`src/hdl/sgfc_map.svh`:
```
// register offsets, field positions and reset values of the forwarding control bank
`ifndef SGFC_MAP_SVH
`define SGFC_MAP_SVH

// register indices; the byte address is four times the index
`define SGFC_IDX_FRAME_CHECK 8'h04
`define SGFC_IDX_FWD_MODE 8'h05
`define SGFC_IDX_HOST_LINK 8'h06

// frame_check_control fields
`define SGFC_BIT_HUGE 2
`define SGFC_BIT_SIZE_CHECK_OFF 1
`define SGFC_MASK_FRAME_CHECK 8'h06
`define SGFC_RST_FRAME_CHECK 8'h00

// forwarding_mode_control fields
`define SGFC_BIT_VLAN_EN 7
`define SGFC_BIT_IGMP_SNOOP 6
`define SGFC_BIT_DIRECT 5
`define SGFC_BIT_PRETAG 4
`define SGFC_BIT_TAG_MASK 1
`define SGFC_BIT_MIRROR_AND 0
`define SGFC_MASK_FWD_MODE 8'hF3
`define SGFC_RST_FWD_MODE 8'h00

// host_port_link_control fields
`define SGFC_BIT_BACK_PRESSURE 7
`define SGFC_BIT_HALF_DUPLEX 6
`define SGFC_MASK_HOST_LINK 8'hC0
`define SGFC_RST_HOST_LINK 8'h00

// frame length limits in bytes
`define SGFC_LEN_HUGE 11'h77c
`define SGFC_LEN_RELAXED 11'h600
`define SGFC_LEN_TAGGED 11'h5f2
`define SGFC_LEN_UNTAGGED 11'h5ee

`endif

```
`src/hdl/sgfc_pkg.sv`:
```
// types shared by the forwarding control bank
package sgfc_pkg;
	typedef logic [7:0] sgfc_byte_t;
	typedef logic [10:0] sgfc_len_t;
	typedef logic [4:0] sgfc_ports_t;
	typedef logic [2:0] sgfc_port_id_t;
endpackage

```
`src/hdl/sgfc_frame_policy.sv`:
```
// per-frame decisions drawn from the latched control fields
`timescale 1ns/10ps
`include "sgfc_map.svh"
module sgfc_frame_policy (
	input wire logic clock,
	input wire logic rst_n,
	input wire logic frame_start,
	input wire sgfc_pkg::sgfc_byte_t frame_check,
	input wire sgfc_pkg::sgfc_byte_t fwd_mode,
	input wire sgfc_pkg::sgfc_len_t frame_len,
	input wire logic frame_tagged,
	input wire logic frame_special_tag,
	input wire sgfc_pkg::sgfc_ports_t vlan_identifier_low,
	input wire sgfc_pkg::sgfc_ports_t lookup_ports,
	input wire logic mirror_src_hit,
	input wire logic mirror_dst_hit,
	output logic drop,
	output sgfc_pkg::sgfc_ports_t dest_ports,
	output logic mirror
);
	import sgfc_pkg::*;

	sgfc_byte_t chk;
	sgfc_byte_t mode;
	sgfc_len_t limit;

	// ----------------------------------------
	// snapshot at frame start
	// ----------------------------------------
	// applies from next frame
	always_ff @(posedge clock or negedge rst_n) begin
		if (!rst_n) begin
			chk <= `SGFC_RST_FRAME_CHECK;
			mode <= `SGFC_RST_FWD_MODE;
		end else if (frame_start) begin
			chk <= frame_check;
			mode <= fwd_mode;
		end
	end

	// ----------------------------------------
	// size limit
	// ----------------------------------------
	always_comb begin
		// huge overrides check
		if (chk[`SGFC_BIT_HUGE]) begin
			limit = `SGFC_LEN_HUGE;
		// relaxed size limit
		end else if (chk[`SGFC_BIT_SIZE_CHECK_OFF]) begin
			limit = `SGFC_LEN_RELAXED;
		// special tag exempt
		end else if (frame_tagged && frame_special_tag) begin
			limit = `SGFC_LEN_RELAXED;
		end else if (frame_tagged) begin
			limit = `SGFC_LEN_TAGGED;
		end else begin
			limit = `SGFC_LEN_UNTAGGED;
		end
	end

	// ----------------------------------------
	// registered decisions
	// ----------------------------------------
	always_ff @(posedge clock or negedge rst_n) begin
		if (!rst_n) begin
			drop <= 1'b0;
			dest_ports <= 5'h0_0;
			mirror <= 1'b0;
		end else begin
			// drop oversize frames
			drop <= frame_len > limit;
			// tag mask bitmap
			// only without vlan mode
			if (mode[`SGFC_BIT_TAG_MASK] && !mode[`SGFC_BIT_VLAN_EN] && frame_tagged) begin
				dest_ports <= vlan_identifier_low;
			end else begin
				dest_ports <= lookup_ports;
			end
			// mirror and/or match
			if (mode[`SGFC_BIT_MIRROR_AND]) begin
				mirror <= mirror_src_hit && mirror_dst_hit;
			end else begin
				mirror <= mirror_src_hit || mirror_dst_hit;
			end
		end
	end
endmodule

```
`src/hdl/sgfc_top.sv`:
```
// apb register bank for global forwarding control of the switch
// Notes on behaviour
// with the size check bit set frames up to 1536 bytes pass, else tagged over 1522 and untagged over 1518 drop.
// tagged frames from the host carrying the special tag type id escape the tagged length limit.
// the huge frame bit allows frames to 1916 bytes and overrides the size check bit.
// vlan enable bit 7 of offset 0x05 turns on 802.1q forwarding and resets to zero.
// software fills the vlan table before it sets the vlan enable bit.
// igmp snoop bit 6 sends every igmp packet to the host side mac port.
// direct mode bit 5 forwards host port frames by the host's preamble prefix, bypassing lookup.
// pre-tag bit 4 puts the source port number into the preamble of frames sent to the host port.
// tag mask bit 1 uses the low five vlan identifier bits as the destination port bitmap.
// tag mask forwarding works only while vlan mode is off.
// mirror match bit 0 needs both ports to match when set and either when clear, reset zero.
// software picks the either-port mirror mode to mirror receive traffic only.
// bit 7 of offset 0x06 enables half duplex back pressure on the host port.
// bit 6 of offset 0x06 picks half duplex, reset from the receive bit 2 strap.
// reserved bits read zero and ignore writes.
// drop, ports and mirror use control values from the next frame start; the control outputs follow two clocks after the write.
`timescale 1ns/10ps
`include "sgfc_map.svh"
module sgfc_top (
	input wire logic clock,
	input wire logic arst_n,
	input wire logic psel,
	input wire logic penable,
	input wire logic pwrite,
	input wire logic [31:0] paddr,
	input wire logic [31:0] pwdata,
	input wire logic [3:0] pstrb,
	output logic [31:0] prdata,
	output logic pready,
	output logic pslverr,
	input wire logic host_rx_bit2_strap_pin,
	input wire logic frame_start,
	input wire sgfc_pkg::sgfc_len_t frame_len,
	input wire logic frame_tagged,
	input wire logic frame_special_tag,
	input wire sgfc_pkg::sgfc_ports_t vlan_identifier_low,
	input wire sgfc_pkg::sgfc_ports_t lookup_ports,
	input wire logic mirror_src_hit,
	input wire logic mirror_dst_hit,
	output logic frame_drop,
	output sgfc_pkg::sgfc_ports_t frame_dest_ports,
	output logic frame_mirror,
	output logic vlan_enable,
	output logic igmp_snoop_enable,
	output logic direct_mode,
	output logic pretag_enable,
	output logic back_pressure_enable,
	output logic half_duplex
);
	import sgfc_pkg::*;

	// ----------------------------------------
	// reset release
	// ----------------------------------------
	logic rst_meta;
	logic rst_n;
	always_ff @(posedge clock or negedge arst_n) begin
		if (!arst_n) begin
			rst_meta <= 1'b0;
			rst_n <= 1'b0;
		end else begin
			rst_meta <= 1'b1;
			rst_n <= rst_meta;
		end
	end

	// ----------------------------------------
	// address decode
	// ----------------------------------------
	function automatic logic [1:0] reg_sel(input logic [31:0] addr);
		logic [1:0] sel;
		sel = 2'h3;
		if (addr[1:0] == 2'h0 && addr[31:10] == 22'h0) begin
			case (addr[9:2])
				`SGFC_IDX_FRAME_CHECK: sel = 2'h0;
				`SGFC_IDX_FWD_MODE: sel = 2'h1;
				`SGFC_IDX_HOST_LINK: sel = 2'h2;
				default: sel = 2'h3;
			endcase
		end
		return sel;
	endfunction

	logic [1:0] sel;
	logic access;
	logic wr_ok;
	assign sel = reg_sel(paddr);
	assign access = psel && penable && !pready;
	assign wr_ok = access && pwrite && pstrb[0];

	// ----------------------------------------
	// registers
	// ----------------------------------------
	sgfc_byte_t frame_check;
	sgfc_byte_t fwd_mode;
	sgfc_byte_t host_link;
	logic strap_taken;

	always_ff @(posedge clock or negedge rst_n) begin
		if (!rst_n) begin
			frame_check <= `SGFC_RST_FRAME_CHECK;
		// reserved bits masked
		end else if (wr_ok && sel == 2'h0) begin
			frame_check <= pwdata[7:0] & `SGFC_MASK_FRAME_CHECK;
		end
	end

	always_ff @(posedge clock or negedge rst_n) begin
		if (!rst_n) begin
			// vlan off at reset
			// or match at reset
			fwd_mode <= `SGFC_RST_FWD_MODE;
		// reserved bits masked
		end else if (wr_ok && sel == 2'h1) begin
			fwd_mode <= pwdata[7:0] & `SGFC_MASK_FWD_MODE;
		end
	end

	always_ff @(posedge clock or negedge rst_n) begin
		if (!rst_n) begin
			host_link <= `SGFC_RST_HOST_LINK;
			strap_taken <= 1'b0;
		end else if (!strap_taken) begin
			// strap sets duplex
			strap_taken <= 1'b1;
			host_link <= {1'b0, host_rx_bit2_strap_pin, 6'h0_0};
		// reserved bits masked
		end else if (wr_ok && sel == 2'h2) begin
			host_link <= pwdata[7:0] & `SGFC_MASK_HOST_LINK;
		end
	end

	// ----------------------------------------
	// apb answer
	// ----------------------------------------
	always_ff @(posedge clock or negedge rst_n) begin
		if (!rst_n) begin
			pready <= 1'b0;
			pslverr <= 1'b0;
			prdata <= 32'h0000_0000;
		end else begin
			pready <= access;
			pslverr <= access && sel == 2'h3;
			if (access && !pwrite) begin
				case (sel)
					2'h0: prdata <= {24'h00_0000, frame_check};
					2'h1: prdata <= {24'h00_0000, fwd_mode};
					2'h2: prdata <= {24'h00_0000, host_link};
					default: prdata <= 32'h0000_0000;
				endcase
			end else begin
				prdata <= 32'h0000_0000;
			end
		end
	end

	// ----------------------------------------
	// control outputs
	// ----------------------------------------
	always_ff @(posedge clock or negedge rst_n) begin
		if (!rst_n) begin
			vlan_enable <= 1'b0;
			igmp_snoop_enable <= 1'b0;
			direct_mode <= 1'b0;
			pretag_enable <= 1'b0;
			back_pressure_enable <= 1'b0;
			half_duplex <= 1'b0;
		end else begin
			// vlan forwarding on
			vlan_enable <= fwd_mode[`SGFC_BIT_VLAN_EN];
			// igmp to host port
			igmp_snoop_enable <= fwd_mode[`SGFC_BIT_IGMP_SNOOP];
			// direct prefix forwarding
			direct_mode <= fwd_mode[`SGFC_BIT_DIRECT];
			// source port pretag
			pretag_enable <= fwd_mode[`SGFC_BIT_PRETAG];
			// host back pressure
			back_pressure_enable <= host_link[`SGFC_BIT_BACK_PRESSURE];
			// host duplex mode
			half_duplex <= host_link[`SGFC_BIT_HALF_DUPLEX];
		end
	end

	// ----------------------------------------
	// frame decisions
	// ----------------------------------------
	sgfc_frame_policy u_policy (
		.clock(clock),
		.rst_n(rst_n),
		.frame_start(frame_start),
		.frame_check(frame_check),
		.fwd_mode(fwd_mode),
		.frame_len(frame_len),
		.frame_tagged(frame_tagged),
		.frame_special_tag(frame_special_tag),
		.vlan_identifier_low(vlan_identifier_low),
		.lookup_ports(lookup_ports),
		.mirror_src_hit(mirror_src_hit),
		.mirror_dst_hit(mirror_dst_hit),
		.drop(frame_drop),
		.dest_ports(frame_dest_ports),
		.mirror(frame_mirror)
	);
endmodule

```
`config.mk`:
```
export PLATFORM = sky130hd
export DESIGN_NAME = sgfc_top
export DESIGN_NICKNAME = d
export VERILOG_FILES = /design/src/hdl/sgfc_pkg.sv /design/src/hdl/sgfc_frame_policy.sv /design/src/hdl/sgfc_top.sv
export VERILOG_INCLUDE_DIRS = /design/src /design/src/hdl
export SDC_FILE = /design/constraint.sdc
export NUM_CORES = 1
export LEC_CHECK = 0
export BUFFER_PORTS_ARGS = -buffer_cell sky130_fd_sc_hd__buf_2
export CELL_PAD_IN_SITES_DETAIL_PLACEMENT = 0
export CELL_PAD_IN_SITES_GLOBAL_PLACEMENT = 1
export CORE_UTILIZATION = 32
export CTS_BUF_LIST = sky130_fd_sc_hd__clkbuf_4
export DETAILED_ROUTE_END_ITERATION = 7
export GPL_ROUTABILITY_DRIVEN = 0
export PLACE_DENSITY = 0.92
export SYNTH_ARGS = -nofsm -noshare
export SYNTH_HDL_FRONTEND = slang
export SYNTH_SLANG_ARGS = --single-unit
```
`constraint.sdc`:
```
create_clock -name clock -period 1.99 [get_ports clock]
set_input_delay 0.0995 -clock clock [delete_from_list [all_inputs] [get_ports clock]]
set_output_delay 0.0995 -clock clock [all_outputs]
set_load 0.01 [all_outputs]
```
==> results of run 1 <==
[Yosys cell counts (2+ instances only)]
cell type / count / area (um^2)
ha_1: 9 / 113
nor4_1: 7 / 43.8
a21o_1: 2 / 15.0
mux2i_1: 2 / 20.0
buf_4: 25 / 188
conb_1: 2 / 7.51
nor2b_1: 4 / 25.0
nand3_1: 3 / 15.0
o211ai_1: 2 / 15.0
mux2_4: 6 / 90.1
o21ai_0: 2 / 10.0
a22oi_1: 2 / 15.0
nand4_1: 4 / 25.0
inv_1: 3 / 11.3
nor2_1: 7 / 26.3
a21oi_1: 2 / 10.0
dfrtp_1: 40 / 1000
nand2_1: 5 / 18.8
o21a_1: 2 / 15.0
nand2b_1: 2 / 12.5
mux2_2: 11 / 124
and4_1: 2 / 17.5
and2_1: 4 / 25.0
nor3_1: 4 / 20.0
[cells by family (layout without fill, tap and decap cells)]
family,count (synthesis),count (layout),synth area share [%]
multiplexers,19,19,11.9
AO/OA/AOI/OAI,14,14,4.86
flip-flops,40,40,51.1
AND/OR/NAND/NOR,48,48,14.5
adder cells (fa/ha/maj),10,10,6.26
other,2,27,0.384
buffers and inverters,30,130,10.9
[flip-flops by register name (all words and copies together) (netlist names), 2 cells and up]
| signal | count |
|---|---|
| prdata | 7 |
| u_policy.dest_ports | 5 |
| u_policy.mode | 3 |
| frame_check | 2 |
| u_policy.chk | 2 |
| fwd_mode | 6 |
| host_link | 2 |
[cells in the final DEF, fill, tap and decap left out, types with 3 or more instances in the layout]
cell,n
and2_1,4
buf_2,93
bufinv_16,3
clkbuf_4,5
conb_1,27
dfrtp_1,39
dlygate4sd3_1,25
ha_1,9
inv_1,3
mux2_2,11
mux2_4,6
nand2_1,5
nand3_1,3
nand4_1,4
nor2_1,7
nor2b_1,4
nor3_1,4
nor4_1,7
[layout make-up]
class / count / area [um^2] / share of cell area (%)
Clock buffer: 5 / 37.5 / 1.34
Clock inverter: 3 / 90.1 / 3.22
Timing Repair Buffer: 119 / 723 / 25.9
Multi-Input combinational cell: 118 / 837 / 29.9
Tap cell: 75 / 93.8 / 3.36
Sequential cell: 40 / 1000 / 35.9
Inverter: 3 / 11.3 / 0.403
[per-stage QoR]
stage | utilization, % | area (um^2) | setup WS (ps) | hold WS, ps
after detailed placement | 40.8 | 2420 | 209 | -115
after CTS | 47.2 | 2800 | 193 | 10.3
after global routing | 47.2 | 2800 | 72.1 | 5.95
final | 47.2 | 2800 | 202 | 17.6
after floorplan | - | 2050 | 353 | -196
after global placement | 40.8 | 2420 | 250 | -115
[metal layers]
layer | share of wire (%) | wire length (um)
met2 | 49 | 2070
met4 | 0.76 | 32
met5 | 0 | 0
met1 | 43 | 1810
met3 | 6.4 | 270
[worst max-delay path by stage]
stage / startpoint / to / depth (start not counted)
CTS: u_policy.chk[1] / u_policy.drop / 7
floorplan: u_policy.chk[1] / u_policy.drop / 7
global route: u_policy.chk[1] / u_policy.drop / 7
finish: u_policy.chk[1] / u_policy.drop / 7
global placement: u_policy.chk[1] / u_policy.drop / 7
detailed placement: u_policy.chk[1] / u_policy.drop / 7
[worst max-delay path, cell delays in order (launching register included)]
cell	delay, ps
dfrtp_1	420
a21oi_1	170
nor2_1	110
ha_1	290
a21o_1	180
a21o_1	170
a211oi_1	230
a21oi_1	90
[repair_timing]
action,CTS,global route
hold buffers,25,0
resized for setup,0,0
endpoints found under the hold margin,21,0
[where the power goes]
part,total (mW),switching (mW),internal [mW],leakage [nW]
logic,0.217,0.0950,0.122,0.878
registers,0.849,0.0202,0.829,0.530
clock network,0.797,0.280,0.518,0.0654
==> reports/qor.txt, run 1 <==
Core area: 5920 um^2
Worst vdd ir: 0.481 mV
Least-Margin Pin Slew: 842 ps
Max clock buf depth: 2
Crit-path max FO: 4
Cell variety after synth: 35
Max-cap viol count: 0
Die Wd: 80.2 um
Area grow syn2layout: 42.7%
First-pass GRT wire length: 6580 um
CP Class: flip-flop to flip-flop
Final Net Count: 396
HP Class: input port to flip-flop
Global routing usage on met2: 24.0%
# diodes: 0
Reg-to-reg endpoint: u_policy.drop
RSZ-0062 raised after global routing: false
Status: finished clean
Vias per Instance: 4.36
Reg2Reg Setup Slack: 200 ps
Max Slew Vio Count: 0
Crit path launch type: flip-flop
GRT Overall Usage: 13.6%
Syn Std Cell Area: 1960 um^2
Final Cycle Share: 89.8%
GRT met1 Usage: 15.9%
Max transition margin: 43.9%
Fillers: 557
Busiest grt layer: met2
Static Leakage: 1.47 nW
Site Rows: 28
Die height: 80.2 um
Drt first pass iters: 4
Design Power: 1.86 mW
Share of cells above drive strength 1: 42.4%
Total setup buffers inserted after CTS: 0
Post-Layout Cell Count: 363
# IOs: 147
Placed Cells: 330
CTS tree: done
R2R Path Start: u_policy.chk[1]
Num CTS Buffers: 5
Final min period: 1790 ps
Clk Latency, worst-skew pair: 350 ps
WP data arrival: 2020 ps
Post-synth EDFFs: 0
Iteration-0 DRC Markers: 27
Final Skew: 9.68 ps
Starting Density: 33.1%
Antenna Nets Post-Route: 0
Die area: 6440 um^2
Critical Path RT: 2220 ps
Vias: 1583
Gr ovfl total: 0
GR Util met3: 3.52%
Max Clock Freq: 0.559 GHz
Vias in the first global route: 1530
Element type at the critical path end: flip-flop
Setup TNS: 0 ps
Warnings from Yosys: 0
Seq/Total Area, Yosys: 51.1%
Drt wl/cell: 11.5 um
Residual DRC: 0
Register-to-Register Path Depth: 7
Pwr/cell area: 667 nW/um^2
Final wirelength: 4190 um
CTS root buf: clkbuf_4
Syn avg cell area: 12.0 um^2
Number of port buffers: 93
Antenna violations before repair: 0
Flops & latches, synth: 40
Hold path start: frame_start
Clock sink total: 40
DP HPWL: 3140 um
Post-Syn Instances: 163
Primary FF master, synth: dfrtp_1
Hold EP: u_policy.mode[0]
Hold path cells: 2
Endpoints failing setup: 0
Share of flip-flops with an asynchronous set or reset: 100%
Largest net degree at the start of global routing: 39
Clock slew seen by the registers of the worst setup and hold paths: 130 ps
Hold Vio Cnt, Final: 0
H-tree Lvls: 2
Power figures use the tool's default switching activity.
==> run 2, diff against run 1 <==
--- a/config.mk
+++ b/config.mk
@@ -8,4 +8,5 @@
 export LEC_CHECK = 0
 export BUFFER_PORTS_ARGS = -buffer_cell sky130_fd_sc_hd__buf_2
+export CAP_MARGIN = 30
 export CELL_PAD_IN_SITES_DETAIL_PLACEMENT = 0
 export CELL_PAD_IN_SITES_GLOBAL_PLACEMENT = 1
==> constraint.sdc (replaced) <==
create_clock -name clock -period 1.99 [get_ports clock]
set_input_delay 0.2985 -clock clock [delete_from_list [all_inputs] [get_ports clock]]
set_output_delay 0.2985 -clock clock [all_outputs]
set_load 0.01 [all_outputs]
==> run 2 against run 1 <==
Critical path depth is the same. Die area is the same. Fmax shrank 3.1%. Cell count shrank 6.3%. Register-to-register slack lost 60 ps. Wire length shrank 6.9%. Utilization shrank 4.5 points. Clock skew shrank 1.1 ps. Via count shrank 6.3%. Power shrank 16%. Count of clock-buffer cells in the layout is the same. Largest cell class unchanged.
==> reports/qor.txt, run 2 (same netlist as run 1, synthesis figures left out) <==
Clk Latency, worst-skew pair: 340 ps
RSZ-0062 raised after global routing: false
Final Skew: 8.61 ps
Die area: 6440 um^2
CP Class: flip-flop to flip-flop
Element type at the critical path end: flip-flop
Top flop regs: prdata x7, fwd_mode x6, u_policy.dest_ports x5
Antenna Nets Post-Route: 0
Final wirelength: 3900 um
# diodes: 0
Drt first pass iters: 2
Comb pwr share: 11.7%
GR Util met3: 3.41%
CTS root buf: clkbuf_4
Max transition margin: 44.7%
Die Wd: 80.2 um
Status: finished clean
Max clock buf depth: 2
Max-cap viol count: 0
Static Leakage: 1.36 nW
Commonest non-fill, non-tap cell in the layout: buf_2
Final Cycle Share: 92.7%
Clock power frac: 33.8%
Hold Vio Cnt, Final: 0
Least-Margin Pin Slew: 829 ps
Iteration-0 DRC Markers: 58
Max Clock Freq: 0.542 GHz
Core area: 5920 um^2
Largest Register: prdata
Internal: 1.18 mW
Multi-input gate area: 837 um^2
Placed Cells: 331
NetSw: 0.375 mW
WP data arrival: 2070 ps
Endpoints failing setup: 0
Share of cells above drive strength 1: 46.4%
Most frequent cells in the layout: buf_2 (93), dfrtp_1 (39), conb_1 (27)
CTS tree: done
Area grow syn2layout: 29.1%
H-tree Lvls: 2
Largest net degree at the start of global routing: 39
Vias per Instance: 4.36
Max FFs per register: 7
Clock sink total: 40
GRT Overall Usage: 12.5%
First-pass GRT wire length: 6070 um
Residual DRC: 0
Site Rows: 28
Antenna violations before repair: 0
Part of the power in registers: 54.5%
Register-to-Register Path Depth: 7
Crit-path max FO: 4
Drt wl/cell: 11.5 um
Num CTS Buffers: 5
Worst vdd ir: 0.458 mV
HP Class: input port to flip-flop
Setup TNS: 0 ps
Critical Path RT: 2220 ps
Sw Share: 24.0%
Number of port buffers: 93
Starting Density: 33.1%
Pwr/cell area: 617 nW/um^2
Crit path launch type: flip-flop
Clock slew seen by the registers of the worst setup and hold paths: 120 ps
Hold path cells: 2
Max Slew Vio Count: 0
DP HPWL: 3140 um
Final min period: 1840 ps
Die height: 80.2 um
GRT met1 Usage: 14.3%
Busiest grt layer: met2
Sequential cell area: 1000 um^2
Global routing usage on met2: 22.6%
Final Net Count: 373
# IOs: 147
Post-Layout Cell Count: 340
Vias in the first global route: 1392
Gr ovfl total: 0
Vias: 1483
Fillers: 590
## run 2: changes by cell type in the layout (fill, tap and decap cells not counted)
cell           previous run  this run
buf_12                    0         1
clkinvlp_4                0         1
dlygate4sd3_1            25         1
bufinv_16                 3         1
clkinv_2                  0         1
## run 2: power groups by stage
stage	Combinational [mW]	Clock [mW]	Sequential, mW
2_1_floorplan	0.113	0	0.868
3_3_place_gp	0.175	0	0.866
3_5_place_dp	0.182	0	0.866
4_1_cts	0.184	0.552	0.851
5_1_grt	0.206	0.587	0.855
6_report	0.182	0.527	0.849
## run 2: layout make-up
| type | instances | share of cell area (%) |
|---|---|---|
| Timing Repair Buffer | 96 | 19.9 |
| Sequential cell | 40 | 39.7 |
| Tap cell | 75 | 3.71 |
| Inverter | 3 | 0.446 |
| Clock inverter | 3 | 1.68 |
| Multi-Input combinational cell | 118 | 33.1 |
| Clock buffer | 5 | 1.49 |
## run 2: worst paths after layout
path,to,from,slack [ps]
worst max-delay path,u_policy.drop,u_policy.chk[1],150
worst min-delay path,prdata[1],paddr[3],170
worst max register to register,u_policy.drop,u_policy.chk[1],150
worst min register to register,fwd_mode[5],rst_n,370
max in group asynchronous,prdata[6],rst_n,1090
min in group asynchronous,rst_n,arst_n,250
## run 2: critical path, cell delays in order, from the launching register on
cell      delay [ps]
dfrtp_1          420
a21oi_1          180
nor2_1           110
ha_1             310
a21o_1           180
a21o_1           160
a211oi_1         270
a21oi_1          100
## run 2: layer usage
metal | share of wire, % | vias up
met5 | 0 | -
met2 | 49 | 69
met3 | 7.7 | 3
met1 | 43 | 687
met4 | 0.49 | 0
li1 | - | 724
## run 2: repair_timing
item                                    4_1_cts  5_1_grt
setup buffers                                 0        0
hold buffers                                  1        0
endpoints found under the setup margin        0        0
resized for setup                             0        0
endpoints found under the hold margin         2        0
## run 2: through the flow
| step | setup slack, ps | hold WS [ps] | util [%] | power (mW) | cell area [um^2] |
|---|---|---|---|---|---|
| floorplan | 353 | 2.91 | - | 0.980 | 2050 |
| global placement | 159 | 84.0 | 41.2 | 1.04 | 2440 |
| detailed placement | 118 | 84.3 | 41.2 | 1.05 | 2440 |
| CTS | 145 | 151 | 42.7 | 1.59 | 2530 |
| global route | 18.5 | 150 | 42.7 | 1.65 | 2530 |
| finish | 145 | 168 | 42.7 | 1.56 | 2530 |
